==> config.mk <==
export PLATFORM = sky130hd
export DESIGN_NAME = node_status
export DESIGN_NICKNAME = d
export VERILOG_FILES = /design/src/rtl/node_status.v
export VERILOG_INCLUDE_DIRS = /design/src /design/src/rtl
export SDC_FILE = /design/constraint.sdc
export NUM_CORES = 1
export LEC_CHECK = 0
export ABC_AREA = 1
export BUFFER_PORTS_ARGS = -buffer_cell sky130_fd_sc_hd__buf_2
export CORE_ASPECT_RATIO = 1.5
export CORE_UTILIZATION = 45
export CTS_CLUSTER_SIZE = 12
export DETAILED_ROUTE_END_ITERATION = 12
export MAX_ROUTING_LAYER = met4
export PLACE_DENSITY = 0.67
export RECOVER_POWER = 25
export SETUP_SLACK_MARGIN = 0.5
export SLEW_MARGIN = 20
export SYNTH_ARGS = -nofsm -noshare
export SYNTH_HDL_FRONTEND = slang
export SYNTH_SLANG_ARGS = --single-unit
==> constraint.sdc <==
create_clock -name aclk -period 2.1 [get_ports aclk]
set_input_delay 0.42 -clock aclk [delete_from_list [all_inputs] [get_ports aclk]]
set_output_delay 0.42 -clock aclk [all_outputs]
set_load 0.02 [all_outputs]
==> src/rtl/node_status_defs.vh <==
`ifndef NODE_STATUS_DEFS_VH
`define NODE_STATUS_DEFS_VH
// register indices; byte address is four times the index
`define IDX_L0_W0 4'h8
`define IDX_L0_W1 4'h9
`define IDX_L0_W2 4'hA
`define IDX_L0_W3 4'hB
`define IDX_L1_W0 4'hC
`define IDX_L1_W1 4'hD
`define IDX_L1_W2 4'hE
`define IDX_L1_W3 4'hF
`define IDX_SETUP 4'h7
`define IDX_CTRL 4'h1
`define IDX_STAT 4'h2
`define IDX_IRQ_STATUS 4'h3
`define IDX_IRQ_MASK 4'h4
`define IDX_WORDS 4'h5
// control register fields
`define CTRL_LEVEL0_EN 0
`define CTRL_LEVEL1_EN 1
`define CTRL_START 2
`define CTRL_OLD_UNIT 3
`define CTRL_OLD_HOST 4
// flag positions in the fourth word of each level
`define BIT_CC_ERR 14
`define BIT_NVM_ERR 15
// setup word fields
`define SETUP_L0_MODE_LSB 0
`define SETUP_L1_MODE_LSB 4
`define MODE_MANUAL 2'h0
// word limits
`define LIMIT_OLD 12'h396
`define LIMIT_NEW 12'hB96
`define AUTO_LR_WORDS 12'h040
`define AUTO_DM_WORDS 12'h080
// interrupt bits
`define IRQ_LINK_UP 0
`define IRQ_LINK_ERR 1
`define IRQ_NODE_LOST 2
// reset values
`define RST_CTRL 16'h0000
`define RST_SETUP 16'h0000
`define RST_MASK 3'h0
// lamp flash half period in cycles (250 ms at 100 MHz)
`define LAMP_HALF_PERIOD 25000000
`endif

==> src/rtl/node_status.v <==
// The AXI4-Lite interface to the registers was chosen for this implementation.
`timescale 1ns/1ps
`include "node_status_defs.vh"
// Contract
// - four flag words per operating level
// - rewrite flag words every cycle while running
// - node n to word (n-1)/16 bit (n-1)%16
// - word four bit 14 is controller error
// - unused level words left as work words
// - refresh transmits own portion to peers
// - automatic tables identical, split 2/4/8/16
// - 918 word limit with older units
// - otherwise at most 2966 linked words
// - oldest host refreshes at most 918 words
// - start by network command or switches
// - start-up node setup word selects mode
// - lamp on linked, flashing error, off
// - two low setup bits per level select area
module node_status #(
   parameter NODES = 62,
   parameter LAMP_HALF = `LAMP_HALF_PERIOD
)(
   input wire aclk,
   input wire aresetn,
   input wire [3:0] s_axi_awaddr_idx_unused,
   input wire [7:0] s_axi_awaddr,
   input wire s_axi_awvalid,
   output wire s_axi_awready,
   input wire [31:0] s_axi_wdata,
   input wire [3:0] s_axi_wstrb,
   input wire s_axi_wvalid,
   output wire s_axi_wready,
   output reg [1:0] s_axi_bresp,
   output reg s_axi_bvalid,
   input wire s_axi_bready,
   input wire [7:0] s_axi_araddr,
   input wire s_axi_arvalid,
   output wire s_axi_arready,
   output reg [31:0] s_axi_rdata,
   output reg [1:0] s_axi_rresp,
   output reg s_axi_rvalid,
   input wire s_axi_rready,
   input wire cycle_tick,
   input wire [NODES-1:0] node_alive,
   input wire cc_error,
   input wire nvm_error,
   input wire net_start,
   input wire switch_start,
   input wire [15:0] remote_setup_word,
   input wire setup_from_remote,
   input wire link_error,
   input wire [11:0] configured_words,
   output reg refresh_send,
   output reg [11:0] refresh_words,
   output reg link_auto,
   output reg [1:0] area_sel_l0,
   output reg [1:0] area_sel_l1,
   output reg link_status_lamp,
   output wire irq
);
   // pins from the network side are resynchronised, except the remote_setup_word bus
   reg [NODES+7:0] sync1_reg;
   reg [NODES+7:0] sync2_reg;
   wire [NODES-1:0] alive_s = sync2_reg[NODES-1:0];
   wire cc_err_s = sync2_reg[NODES];
   wire nvm_err_s = sync2_reg[NODES+1];
   wire net_start_s = sync2_reg[NODES+2];
   wire sw_start_s = sync2_reg[NODES+3];
   wire link_err_s = sync2_reg[NODES+4];
   wire tick_s = sync2_reg[NODES+5];
   wire remote_s = sync2_reg[NODES+6];

   always @(posedge aclk)
   begin
      if (!aresetn)
      begin
         sync1_reg <= {(NODES+8){1'b0}};
         sync2_reg <= {(NODES+8){1'b0}};
      end
      else
      begin
         sync1_reg <= {1'b0, setup_from_remote, cycle_tick, link_error, switch_start,
                       net_start, nvm_error, cc_error, node_alive};
         sync2_reg <= sync1_reg;
      end
   end

   reg tick_d_reg;
   wire tick_edge = tick_s & ~tick_d_reg;
   reg [15:0] ctrl_reg;
   reg [15:0] setup_reg;
   reg [2:0] irq_status_reg;
   reg [2:0] irq_mask_reg;
   reg running_reg;
   reg [15:0] flags_reg [0:7];
   reg [NODES-1:0] alive_prev_reg;
   wire running_next = running_reg | net_start_s | sw_start_s;

   // flag image: node n sits at word (n-1)/16, bit (n-1)%16
   wire [63:0] image = {nvm_err_s, cc_err_s, alive_s};

   // axi-lite write path: address and data may arrive in either order
   reg aw_hold_reg;
   reg aw_map_reg;
   reg [3:0] aw_idx_reg;
   reg w_hold_reg;
   reg [31:0] wdata_reg;
   assign s_axi_awready = ~aw_hold_reg & ~s_axi_bvalid;
   assign s_axi_wready = ~w_hold_reg & ~s_axi_bvalid;
   wire aw_now = s_axi_awvalid & s_axi_awready;
   wire w_now = s_axi_wvalid & s_axi_wready;
   wire have_aw = aw_hold_reg | aw_now;
   wire have_w = w_hold_reg | w_now;
   wire wr_fire = have_aw & have_w;
   wire [3:0] wr_idx = aw_hold_reg ? aw_idx_reg : s_axi_awaddr[5:2];
   wire [31:0] wr_data = w_hold_reg ? wdata_reg : s_axi_wdata;
   // a held address keeps its own decode, so a late data beat cannot turn an error into okay
   wire wr_map = aw_hold_reg ? aw_map_reg : (s_axi_awaddr[7:6] == 2'b00);
   // unmapped writes are answered but must not alias onto the low indices
   wire wr_ok = wr_fire & wr_map;

   always @(posedge aclk)
   begin
      if (!aresetn)
      begin
         aw_hold_reg <= 1'b0;
         aw_map_reg <= 1'b0;
         w_hold_reg <= 1'b0;
         aw_idx_reg <= 4'h0;
         wdata_reg <= 32'h00000000;
         s_axi_bvalid <= 1'b0;
         s_axi_bresp <= 2'b00;
      end
      else
      begin
         if (wr_fire)
         begin
            aw_hold_reg <= 1'b0;
            w_hold_reg <= 1'b0;
            s_axi_bvalid <= 1'b1;
            s_axi_bresp <= wr_map ? 2'b00 : 2'b10;
         end
         else
         begin
            if (aw_now)
            begin
               aw_hold_reg <= 1'b1;
               aw_map_reg <= s_axi_awaddr[7:6] == 2'b00;
               aw_idx_reg <= s_axi_awaddr[7:6] == 2'b00 ? s_axi_awaddr[5:2] : 4'h0;
            end
            if (w_now)
            begin
               w_hold_reg <= 1'b1;
               wdata_reg <= s_axi_wdata;
            end
            if (s_axi_bvalid && s_axi_bready)
               s_axi_bvalid <= 1'b0;
         end
      end
   end

   // flag words refreshed every communications cycle while linked
   genvar gi;
   generate
      for (gi = 0; gi < 8; gi = gi + 1)
      begin : g_flags
         wire lvl_en = ctrl_reg[gi / 4];
         always @(posedge aclk)
         begin
            if (!aresetn)
               flags_reg[gi] <= 16'h0000;
            else if (running_reg && lvl_en && tick_edge)
               flags_reg[gi] <= image[(gi % 4)*16 +: 16];
            else if (!lvl_en && wr_ok && wr_idx == (4'h8 + gi))
               flags_reg[gi] <= wr_data[15:0];
         end
      end
   endgenerate

   // event sources for the sticky status bits
   wire lamp_err = link_err_s & running_reg;
   wire [2:0] irq_set;
   assign irq_set[`IRQ_LINK_UP] = running_next & ~running_reg;
   assign irq_set[`IRQ_LINK_ERR] = lamp_err;
   assign irq_set[`IRQ_NODE_LOST] = tick_edge & running_reg & |(alive_prev_reg & ~alive_s);
   wire [2:0] w1c = (wr_ok && wr_idx == `IDX_IRQ_STATUS) ? wr_data[2:0] : 3'h0;

   // tick edge detector and the previous live set; idle level 0 avoids a false edge
   always @(posedge aclk)
   begin
      if (!aresetn)
      begin
         tick_d_reg <= 1'b0;
         alive_prev_reg <= {NODES{1'b0}};
      end
      else
      begin
         tick_d_reg <= tick_s;
         if (tick_edge)
            alive_prev_reg <= alive_s;
      end
   end

   // link state is sticky once started; the stop command wins over a held start pin, which restarts the link a cycle later
   wire stop_cmd = wr_ok && wr_idx == `IDX_CTRL && !wr_data[`CTRL_START] &&
                   wr_data[`CTRL_START+8];
   always @(posedge aclk)
   begin
      if (!aresetn)
         running_reg <= 1'b0;
      else
         running_reg <= running_next & ~stop_cmd;
   end

   // control and setup words; a host write to the setup word beats a remote load
   always @(posedge aclk)
   begin
      if (!aresetn)
      begin
         ctrl_reg <= `RST_CTRL;
         setup_reg <= `RST_SETUP;
      end
      else
      begin
         if (wr_ok && wr_idx == `IDX_CTRL)
            ctrl_reg <= wr_data[15:0];
         if (wr_ok && wr_idx == `IDX_SETUP)
            setup_reg <= wr_data[15:0];
         else if (remote_s)
            setup_reg <= remote_setup_word;
      end
   end

   // interrupt mask and sticky status; set wins over write-one-to-clear
   always @(posedge aclk)
   begin
      if (!aresetn)
      begin
         irq_mask_reg <= `RST_MASK;
         irq_status_reg <= 3'h0;
      end
      else
      begin
         if (wr_ok && wr_idx == `IDX_IRQ_MASK)
            irq_mask_reg <= wr_data[2:0];
         irq_status_reg <= (irq_status_reg & ~w1c) | irq_set;
      end
   end
   // level output: high while any unmasked event is pending
   assign irq = |(irq_status_reg & irq_mask_reg);

   // mode from the setup word; word count from its level 0 mode bits in automatic mode, else configured_words
   wire [1:0] m0 = setup_reg[`SETUP_L0_MODE_LSB +: 2];
   wire [1:0] m1 = setup_reg[`SETUP_L1_MODE_LSB +: 2];
   wire auto_mode = (m0 != `MODE_MANUAL) | (m1 != `MODE_MANUAL);
   wire [11:0] auto_words = (m0[0] ? `AUTO_LR_WORDS : 12'h000) +
                            (m0[1] ? `AUTO_DM_WORDS : 12'h000);
   wire [11:0] want = auto_mode ? auto_words : configured_words;
   wire [11:0] limit = (ctrl_reg[`CTRL_OLD_UNIT] | ctrl_reg[`CTRL_OLD_HOST]) ?
                       `LIMIT_OLD : `LIMIT_NEW;

   // refresh strobe and the word count it carries
   always @(posedge aclk)
   begin
      if (!aresetn)
      begin
         refresh_send <= 1'b0;
         refresh_words <= 12'h000;
      end
      else
      begin
         refresh_send <= running_reg & tick_edge;
         // clamp rather than refuse: an oversized table still refreshes its first words
         refresh_words <= (want > limit) ? limit : want;
      end
   end

   // table mode and area selection follow the setup word
   always @(posedge aclk)
   begin
      if (!aresetn)
      begin
         link_auto <= 1'b0;
         area_sel_l0 <= 2'b00;
         area_sel_l1 <= 2'b00;
      end
      else
      begin
         link_auto <= auto_mode;
         area_sel_l0 <= m0;
         area_sel_l1 <= m1;
      end
   end

   // free-running flash timebase; it never pauses, so the flash phase is arbitrary
   reg [31:0] flash_cnt_reg;
   reg flash_reg;
   always @(posedge aclk)
   begin
      if (!aresetn)
      begin
         flash_cnt_reg <= 32'h00000000;
         flash_reg <= 1'b0;
      end
      else
      begin
         if (flash_cnt_reg >= LAMP_HALF - 1)
         begin
            flash_cnt_reg <= 32'h00000000;
            flash_reg <= ~flash_reg;
         end
         else
            flash_cnt_reg <= flash_cnt_reg + 32'h00000001;
      end
   end

   // link lamp: steady when linked, flashing on error, dark otherwise
   always @(posedge aclk)
   begin
      if (!aresetn)
         link_status_lamp <= 1'b0;
      else
         link_status_lamp <= lamp_err ? flash_reg : running_reg;
   end

   // axi-lite read path, one outstanding read
   reg [31:0] rd_mux;
   assign s_axi_arready = ~s_axi_rvalid;
   always @*
   begin
      rd_mux = 32'h00000000;
      case (s_axi_araddr[5:2])
         `IDX_CTRL: rd_mux = {16'h0000, ctrl_reg};
         `IDX_STAT: rd_mux = {16'h0000, 4'h0, refresh_words[11:0]} |
                             {15'h0000, running_reg, 16'h0000};
         `IDX_IRQ_STATUS: rd_mux = {29'h00000000, irq_status_reg};
         `IDX_IRQ_MASK: rd_mux = {29'h00000000, irq_mask_reg};
         `IDX_WORDS: rd_mux = {20'h00000, want};
         `IDX_SETUP: rd_mux = {16'h0000, setup_reg};
         default: rd_mux = (s_axi_araddr[5] | (s_axi_araddr[5:2] >= 4'h8)) ?
                           {16'h0000, flags_reg[s_axi_araddr[4:2]]} : 32'h00000000;
      endcase
   end

   // read handshake: rvalid stands until rready
   always @(posedge aclk)
   begin
      if (!aresetn)
         s_axi_rvalid <= 1'b0;
      else if (s_axi_arvalid && s_axi_arready)
         s_axi_rvalid <= 1'b1;
      else if (s_axi_rready)
         s_axi_rvalid <= 1'b0;
   end

   // read payload captured with the address, held while rvalid stands
   always @(posedge aclk)
   begin
      if (!aresetn)
      begin
         s_axi_rdata <= 32'h00000000;
         s_axi_rresp <= 2'b00;
      end
      else if (s_axi_arvalid && s_axi_arready)
      begin
         s_axi_rdata <= rd_mux;
         s_axi_rresp <= (s_axi_araddr[7:6] == 2'b00) ? 2'b00 : 2'b10;
      end
   end
endmodule // node_status

Yosys cells after proc, flatten, opt, wreduce, memory -nomap -nowiden
Memories as Yosys holds them, arrays and structs flattened.
Cells that the tools add are included.
{"block": "op_classes", "magnitude_cmp": 3, "n_mux": 76, "reduce_logical": 38, "n_eq_ne": 18, "add_sub_neg": 2, "bitwise": 52}
{"cell": "2-to-1 mux 16 bit", "n": 20}
{"cell": "one-hot mux 17 bit (6 select lines)", "n": 1}
{"cell": "AND 62 bit", "n": 1}
{"cell": "inverter 62 bit", "n": 1}
{"cell": "OR reduction 62 bit", "n": 1}
{"cell": "2-to-1 mux 1 bit", "n": 45}
{"cell": "2-to-1 mux 12 bit", "n": 3}
{"cell": "adder 32 x 1 -> 32 bit, second input constant", "n": 1}
{"cell": "equality test 4 bit, second input constant", "n": 8}
{"cell": "greater-or-equal comparator 32 x 25 -> 1 bit, second input constant", "n": 1}
{"cell": "bitwise OR 1 bit", "n": 23}
{"cell": "logical AND 1 bit", "n": 22}
{"cell": "equality test 4 x 3 -> 1 bit, second input constant", "n": 5}
{"cell": "bitwise OR 12 x 17 -> 17 bit", "n": 1}
{"cell": "AND 1 bit", "n": 12}
{"cell": "equality test 4 x 2 -> 1 bit, second input constant", "n": 3}
{"cell": "greater-than comparator 12 bit", "n": 1}
{"cell": "inverter 1 bit", "n": 10}
{"cell": "nonzero test 2 bit", "n": 5}
{"cell": "adder 7 x 8 -> 9 bit", "n": 1}
{"cell": "equality test 4 x 1 -> 1 bit, second input constant", "n": 2}
{"cell": "2-to-1 mux 4 bit", "n": 2}
{"cell": "2-to-1 mux 8 bit", "n": 1}
{"cell": "2-to-1 mux 7 bit", "n": 1}
{"cell": "other kinds (11)", "n": 18}
{"block": "word_totals", "register_bits": 353, "mem_count": 1, "out_inout_bits": 61, "mem_bits_rw": 128}
{"memory": "flags_reg", "depth": 8, "word_bits": 16, "read_ports": 1, "rd_clocked_by_memory_dff": 0, "wr": 8, "line": "node_status.v:95", "source": "reg [15:0] flags_reg [0:7];"}

Depth between registers and ports, before layout
Gate-level depths: netlist (run 1).
{"block": "depth", "ltp_word": 13, "mapped_depth": 14}

Worst setup path after synthesis (run 1)
No wires, ideal clock.
{"block": "synth_timing", "kind": "reg-to-reg", "start": "register s_axi_bvalid", "end": "memory flags_reg[6][0] (enable)", "path_slack_ps": -142, "path_buffers": 1, "required_time_ps": 1728, "setup_ps": 372, "arrival_time_ps": 1870, "stages_incl_launch_ff": 7, "cell_sequence": "dfxtp_1 o21bai_1 nand2_2 nor3_2 nand4_1 buf_2 nand2_1"}
{"item": "start: declaration", "line": "node_status.v:34", "source": "output reg s_axi_bvalid,"}
{"item": "start signal: assignment", "line": "node_status.v:131", "source": "s_axi_bvalid <= 1'b0;"}
{"item": "start signal: assignment", "line": "node_status.v:140", "source": "s_axi_bvalid <= 1'b1;"}
{"item": "start signal: assignment", "line": "node_status.v:157", "source": "s_axi_bvalid <= 1'b0;"}
{"item": "end: declaration", "line": "node_status.v:95"}

==> results of run 1 <==
-- path summary, 6_finish.rpt --
| check | from | to | cells after the start |
|---|---|---|---|
| min reg2reg | sync1_reg[10] | sync2_reg[10] | 2 |
| max reg2reg | running_reg | flags_reg[0][0] | 9 |
| max | running_reg | flags_reg[0][0] | 9 |
| min | node_alive[6] | sync1_reg[6] | 3 |
-- critical path, stage by stage, from the launching register on --
cell	delay [ns]
dfxtp_1	0.51
nand2_2	0.09
nor2_1	0.30
inv_2	0.13
nor2_4	0.16
buf_12	0.15
buf_4	0.19
buf_4	0.15
nand2_1	0.08
o21ai_2	0.06
-- cells in the final DEF (no fill, tap or decap), types with 74 or more instances in the layout --
cell,netlist,routed
nand2_1,587,555
inv_1,360,344
dfxtp_1,336,313
edfxtp_1,128,128
buf_2,25,170
buf_4,19,100
o21ai_0,229,125
nor2_1,193,168
a21oi_1,145,141
o21ai_2,1,74
-- metrics by stage --
step	total power, µW	cells	cell area (µm²)
CTS	19900	3197	23560
global route	20650	3233	24550
detailed placement	12030	3060	21010
finish	19980	3233	24550
floorplan	11130	2370	19310
global placement	12000	3060	21010
-- report_power, final --
part / internal (µW) / switching, µW / total [µW]
clock: 4280 / 3440 / 7720
sequential: 9600 / 206 / 9810
combinational: 809 / 1650 / 2460
-- area by class of cell --
class / instances / area [µm²]
Fill cell: 3662 / 16660
Tap cell: 558 / 698.2
Inverter: 363 / 1411
Multi-Input combinational cell: 1429 / 7710
Clock buffer: 73 / 1308
Timing Repair Buffer: 337 / 2754
Timing Repair inverter: 1 / 8.758
Sequential cell: 464 / 10610
Clock inverter: 8 / 57.56
-- timing repair --
item                                    CTS  global route
setup buffers                            42            24
pin swaps                                35            39
cloned                                   14            12
endpoints found under the setup margin  336           345
resized for setup                       211           173
-- cells by family after synthesis --
logic type | Yosys count | synth area share (%)
and+or+nand+nor | 908 | 19.48
buffers and inverters | 487 | 10.30
AOI/OAI and AO/OA | 468 | 13.15
DFF | 464 | 56.12
xor gates and xnor gates | 17 | 0.7905
adders and majority gates | 2 | 0.1328
other | 1 | 0.01991
-- layer usage --
| metal | share of wire (%) | up-vias | wire [µm] | global-route usage [%] |
|---|---|---|---|---|
| li1 | - | 8079 | - | - |
| met1 | 38 | 7801 | 23040 | 31.46 |
| met2 | 48 | 752 | 29620 | 47.78 |
| met3 | 6.5 | 224 | 3986 | 3.445 |
| met4 | 7.4 | 0 | 4545 | 18.43 |
| met5 | 0 | - | 0 | - |
==> results.cfg, run 1 <==
[worst_setup_path]
critPathLaunchType = flop
arrival_ns = 2.40
critPathRequiredTime_ns = 2.53
r2r_slack_ns = 0.13
crit_type = flop to flop
endpoint_kind = flop
cp_max_fo = 6

[timing]
holdWs_ns = 0.03343
finalSetupViolCount = 0
worst_pin_slew_ns = 0.9061
fin_ws_ns = 0.1272
min_period_ns = 1.973
final_max_slew_viol_count = 0
hold_violations = 0
tns_ns = 0
fmaxAchievable_mhz = 506.9
fin_worst_skew_ns = 0.02509
post-route-period-util_pct = 93.94
maxSlewHeadroom_pct = 39.59
rsz0062_at_grt = true

[yosys]
synth.distinct_cells = 39
syn_avg_cell_area_um2 = 8.025
synth_warnings = 0
synthTopCellsByCount = 587 x nand2_1, 360 x inv_1, 336 x dfxtp_1
ys_seq_area_share_pct = 56.12
syn_area_um2 = 18830
synth_area_leaders = dfxtp_1 36%, edfxtp_1 20%, nand2_1 12%, inv_1 7.2%, o21ai_0 6.1%
synth_top_area_share_pct = 35.71
synth_top_area_cell = dfxtp_1
synth_edf_count = 128
ys_ff_latch = 464
async_flop_share_pct = 0
synth_most_common_cell = nand2_1
synth_ff_type = dfxtp_1
synthCells = 2347

[floorplanning]
dieHeight_um = 252.6
fp.dieArea_um2 = 42690
start_util_pct = 45.70
fp-row-count = 91
core_um2 = 41220
die_w_um = 169.0
ios = 221

[pwr]
p_leak_uw = 0.01106
cellPowerDensity_nw_per_um2 = 813.9
peakVddDrop_mv = 0.5537

[clock_tree]
htreeDepth = 2
hold_buffers = 0
max-clock-path-buffers = 3
clkTransAtPathRegs_ns = 0.06
cts-root-buf = clkbuf_16
cts_sinks = 464
numCtsBuffers = 47
worst_skew_pair.late_latency_ns = 0.58
cts_tree = built

[cells_and_area]
n_antenna_cell = 0
finish.utilization_pct = 59.57
drive_above_1_share_pct = 24.26
largest_reg_flops = 128
area_delta_synth_final_pct = 30.37
layout.nets = 2805

[grt]
grt_antenna_before_repair = 0
overflow = 0
grt_pass1_wl_um = 88590
grt_use_total_pct = 28.27
grt_max_degree = 184
grt_pass1_vias = 15850

[detailed_routing]
drtAntennaViolNets = 0
via_count = 16860
drc_errors = 0
vias_per_cell = 5.214
avgRoutedWirePerCell_um = 18.93
drt-initial-drc-count = 1462
routed_wl_um = 61190
drt-pass1-iter-count = 5

[outcome]
status = completed

[place]
pre_cts_slack_ns = -0.01434
io_buffers = 175
dp_hpwl_um = 40690
gp_congestion = 0.9912

[min_path]
hold_class = primary input to flop

[job]
maxCapViolCount = 0
(Power assumes the default switching activity.)
==> inputs of run 2 (changes only) <==
--- a/config.mk
+++ b/config.mk
@@ -13,7 +13,6 @@
 export CTS_CLUSTER_SIZE = 12
 export DETAILED_ROUTE_END_ITERATION = 12
 export MAX_ROUTING_LAYER = met4
-export PLACE_DENSITY = 0.67
 export RECOVER_POWER = 25
 export SETUP_SLACK_MARGIN = 0.5
 export SLEW_MARGIN = 20
==> constraint.sdc (replaced) <==
create_clock -name aclk -period 2.08 [get_ports aclk]
set_input_delay 0.416 -clock aclk [delete_from_list [all_inputs] [get_ports aclk]]
set_output_delay 0.416 -clock aclk [all_outputs]
set_load 0.02 [all_outputs]
==> run 2 against run 1 <==
Net effect:
- register-to-register slack improved by 0.05 ns
- wire length fell by 0.72%
- worst setup slack improved by 0.052 ns
- clock skew rose by 0.0026 ns
==> results.cfg, run 2 (synthesized netlist as in run 1, its figures left out) <==
[outcome]
status = completed

[min_path]
hold_path_depth = 3
hold_class = primary input to flop

[detailed_routing]
drc_errors = 0
avgRoutedWirePerCell_um = 18.84
drt-initial-drc-count = 1193
routed_wl_um = 60760
drt-pass1-iter-count = 5
drtAntennaViolNets = 0
vias_per_cell = 5.121
via_count = 16510

[timing]
min_period_ns = 1.901
tns_ns = 0
finalSetupViolCount = 0
hold_violations = 0
fin_worst_skew_ns = 0.02772
post-route-period-util_pct = 91.39
final_max_slew_viol_count = 0
maxSlewHeadroom_pct = 14.19
worst_pin_slew_ns = 1.287
fmaxAchievable_mhz = 526.1
rsz0062_at_grt = true
holdWs_ns = 0.03627

[pwr]
p_leak_uw = 0.01107
power_frac_comb_pct = 12.4
cellPowerDensity_nw_per_um2 = 827.9
intPower_uw = 15250
seq_power_share_pct = 48.2
p_total_uw = 20550
pwr-share-clk_pct = 39.4
power.switching_uw = 5308
p_sw_share_pct = 25.82
peakVddDrop_mv = 0.5468

[cells_and_area]
layout.nets = 2799
final_common_cell = nand2_1
fillCellCount = 3657
n_antenna_cell = 0
largest_reg_flops = 128
fin_area_um2 = 24830
area_delta_synth_final_pct = 31.82
drive_above_1_share_pct = 25.39
finish.utilization_pct = 60.24
final_cell_mix = 548 x nand2_1, 340 x inv_1, 313 x dfxtp_1, 170 x buf_2, 155 x nor2_1

[grt]
grt_antenna_before_repair = 0
grt_max_degree = 115
grt_use_total_pct = 28.40
grt_pass1_wl_um = 88830
overflow = 0
grt_pass1_vias = 15520

[floorplanning]
ios = 221
core_um2 = 41220
start_util_pct = 45.70
fp-row-count = 91
die_w_um = 169.0
dieHeight_um = 252.6
fp.dieArea_um2 = 42690

[worst_setup_path]
r2r_slack_ns = 0.18
path_cells = nand2_2, nor2_1, inv_2, nor2_4, buf_12, nand2_1, o21ai_0
slowest_stage = dfxtp_1
endpoint_kind = flop
arrival_ns = 2.30
critPathLaunchType = flop
crit_type = flop to flop
cpPeakStageDelay_ns = 0.52
cp_max_fo = 39
critPathRequiredTime_ns = 2.47
rr_worst_depth = 7

[clock_tree]
max-clock-path-buffers = 3
cts_sinks = 464
cts-root-buf = clkbuf_16
clkTransAtPathRegs_ns = 0.07
htreeDepth = 2
numCtsBuffers = 47
cts_tree = built
worst_skew_pair.late_latency_ns = 0.57
hold_buffers = 0

[job]
maxCapViolCount = 0

[place]
postPlaceCellArea_um2 = 21020
dp_hpwl_um = 41130
io_buffers = 175
gp_congestion = 1.023
[run 2: changes by cell type in the layout (fill, tap and decap cells not counted), sizes merged, moves of 3 or more]
| cell | previous run | this run |
|---|---|---|
| buf | 331 | 320 |
| clkbuf | 79 | 88 |
| clkinv | 5 | 2 |
| clkinvlp | 1 | 4 |
| inv | 366 | 361 |
| nand2 | 601 | 597 |
[run 2: critical path: cells and delay by family (launching register included)]
family | cells | cell delay [ns]
AO/OA/AOI/OAI | 1 | 0.10
flip-flops | 1 | 0.52
buffers and inverters | 2 | 0.35
AND/OR/NAND/NOR | 4 | 0.73
[run 2: what timing repair did]
item / in CTS / in global routing
gates resized for setup: 173 / 275
pin swaps: 31 / 46
hold endpoints to repair: 0 / 0
buffers inserted: 43 / 25
gates cloned: 11 / 10
setup endpoints to repair: 336 / 355
[run 2: worst paths after layout]
kind | to | from
setup reg to reg | flags_reg[1][10] | running_reg
hold reg to reg | sync2_reg[64] | sync1_reg[64]
hold / removal | sync1_reg[0] | node_alive[0]
setup / recovery | flags_reg[1][10] | running_reg
[run 2: final cells by class]
cell class,count,area [µm²],area share (%)
flip-flops and latches,464,10610,42.74
multi-input cells,1425,7871,31.70
repair buffers,334,2765,11.14
inverters,363,1423,5.730
clock buffers,75,1398,5.629
well taps,558,698.2,2.812
clock inverters,3,46.29,0.1865
repair inverters,2,15.01,0.06047
[run 2: power by group through the flow]
| stage | logic, µW | clock network [µW] | registers, µW |
|---|---|---|---|
| finish | 2560 | 8090 | 9910 |
| detailed placement | 2080 | 0 | 10100 |
| global route | 2750 | 8600 | 9940 |
| global placement | 2060 | 0 | 10100 |
| CTS | 2290 | 8220 | 9910 |
| floorplan | 1150 | 0 | 10100 |
[run 2: through the flow]
stage / cells / worst slack [ns]
finish: 3224 / 0.1791
global placement: 3057 / 0.08516
CTS: 3189 / 0.3041
detailed placement: 3057 / 0.03542
floorplan: 2370 / 0.2947
global route: 3224 / 0.1157
[run 2: metal layers]
layer | vias to the layer above | wire [µm] | GRT usage (%)
li1 | 8040 | - | -
met1 | 7641 | 22720 | 31.55
met2 | 644 | 30110 | 48.87
met3 | 184 | 3491 | 3.007
met4 | 0 | 4433 | 17.48
met5 | - | 0 | -
==> inputs of run 3 (changes only) <==
--- a/config.mk
+++ b/config.mk
@@ -7,7 +7,7 @@
 export NUM_CORES = 1
 export LEC_CHECK = 0
 export ABC_AREA = 1
-export BUFFER_PORTS_ARGS = -buffer_cell sky130_fd_sc_hd__buf_2
+export BUFFER_PORTS_ARGS = -buffer_cell sky130_fd_sc_hd__buf_4
 export CORE_ASPECT_RATIO = 1.5
 export CORE_UTILIZATION = 45
 export CTS_CLUSTER_SIZE = 12
==> run 3 against run 2 <==
Net effect:
- worst setup slack got worse by 0.012 ns
- first-iteration DRC count rose by 7.0%
- count of clock-buffer cells in the layout fell by 6
- flip-flop and latch count did not move
- utilization rose by 1.1 points
- clock power fell by 4.8%
- critical endpoint is now flags_reg[3][5]
- highest routed layer unchanged
==> results.cfg, run 3 (synthesized netlist as in run 1, its figures left out) <==
[outcome]
status = completed

[detailed_routing]
avgRoutedWirePerCell_um = 19.54
drt-initial-drc-count = 1276
vias_per_cell = 5.225
drt-pass1-iter-count = 5
drtAntennaViolNets = 0
routed_wl_um = 62890
via_count = 16820
drc_errors = 0

[min_path]
min-delay-start = node_alive[2]
holdPathEnd = sync1_reg[2]
hold_class = primary input to flop
hold_path_depth = 3

[place]
dp_hpwl_um = 41390
gp_congestion = 1.042
io_buffers = 175

[timing]
hold_violations = 0
fmaxAchievable_mhz = 522.7
maxSlewHeadroom_pct = 24.01
fin_worst_skew_ns = 0.01610
tns_ns = 0
min_period_ns = 1.913
rsz0062_at_grt = true
finalSetupViolCount = 0
final_max_slew_viol_count = 0
worst_pin_slew_ns = 1.140
post-route-period-util_pct = 91.97

[worst_setup_path]
critPathLaunchType = flop
endpoint_kind = flop
crit_type = flop to flop
arrival_ns = 2.33
rr_worst_depth = 8
critPathRequiredTime_ns = 2.50
cp_max_fo = 32
rr_endpoint = flags_reg[3][5]
regToRegStartpoint = running_reg
r2r_slack_ns = 0.17

[cells_and_area]
n_antenna_cell = 0
layout.nets = 2797
largest_reg_flops = 128
finish.utilization_pct = 61.33
drive_above_1_share_pct = 25.25
area_delta_synth_final_pct = 34.21
final_cell_mix = 553 x nand2_1, 341 x inv_1, 312 x dfxtp_1, 261 x buf_4, 147 x nor2_1
final_common_cell = nand2_1

[clock_tree]
worst_skew_pair.late_latency_ns = 0.57
hold_buffers = 0
numCtsBuffers = 46
htreeDepth = 2
max-clock-path-buffers = 3
cts_sinks = 464
clkTransAtPathRegs_ns = 0.06
cts-root-buf = clkbuf_16
cts_tree = built

[grt]
grt_use_total_pct = 29.55
grt_pass1_vias = 16050
grt_antenna_before_repair = 0
overflow = 0
grt_max_degree = 112
grt_pass1_wl_um = 92020

[pwr]
cellPowerDensity_nw_per_um2 = 802.9
peakVddDrop_mv = 0.7048
p_leak_uw = 0.01122

[job]
maxCapViolCount = 0

[floorplanning]
ios = 221
start_util_pct = 45.70
fp-row-count = 91
dieHeight_um = 252.6
core_um2 = 41220
fp.dieArea_um2 = 42690
die_w_um = 169.0
run 3: how the worst max path moves through the flow:
stage                                   to       startpoint  slack [ns]  cells after the start
final                      flags_reg[3][5]      running_reg        0.17                      8
after global routing       flags_reg[2][7]      running_reg        0.11                      8
after CTS                     s_axi_wready     s_axi_bvalid        0.35                      3
after detailed placement    s_axi_rdata[3]  s_axi_araddr[2]        0.06                      9
after global placement    flags_reg[1][12]  s_axi_awaddr[4]        0.10                      7
after floorplan            flags_reg[5][0]    s_axi_awvalid        0.29                      7
run 3: metrics by stage:
stage | area [µm²] | total power, µW | std cells | hold WS (ns) | setup WS, ns
3_3_place_gp | 21400 | 12260 | 3051 | 0.3959 | 0.1006
3_5_place_dp | 21400 | 12290 | 3051 | 0.3954 | 0.05752
2_1_floorplan | 19320 | 11230 | 2370 | 0.3905 | 0.2947
4_1_cts | 24410 | 20220 | 3193 | 0.01892 | 0.3499
6_report | 25280 | 20300 | 3219 | 0.03656 | 0.1669
5_1_grt | 25280 | 20970 | 3219 | 0.03237 | 0.1088
run 3: critical path: stages, from the launching register on:
cell and delay, ns:
dfxtp_1 0.47, nand2_2 0.08, nor2_1 0.32, inv_2 0.10, nor2_4 0.22, buf_12 0.17, buf_16 0.21, nand2_1 0.11
o21ai_2 0.07
run 3: final cells by class:
cell class,instances,area (µm²)
Sequential cell,464,10610
Clock inverter,5,53.80
Tap cell,558,698.2
Timing Repair Buffer,334,3378
Clock buffer,69,1272
Inverter,363,1405
Multi-Input combinational cell,1426,7858
Fill cell,3639,15940
run 3: routing by layer:
metal,vias to the layer above,global-route usage [%],share of wire (%)
met2,729,50.15,49
li1,8047,-,-
met4,0,20.51,8.0
met5,-,-,0
met1,7779,31.94,37
met3,263,3.993,6.0
run 3: where the power goes:
part	leakage (µW)	switching, µW	internal [µW]
logic	0.00647	1690	989
registers	0.00409	225	9690
clock network	0.000650	3390	4310
run 3: what timing repair did:
item,4_1_cts,5_1_grt
buffers inserted,49,17
pin swaps,49,32
endpoints found under the hold margin,0,0
gates cloned,19,9
gates resized for setup,233,191
endpoints found under the setup margin,335,413
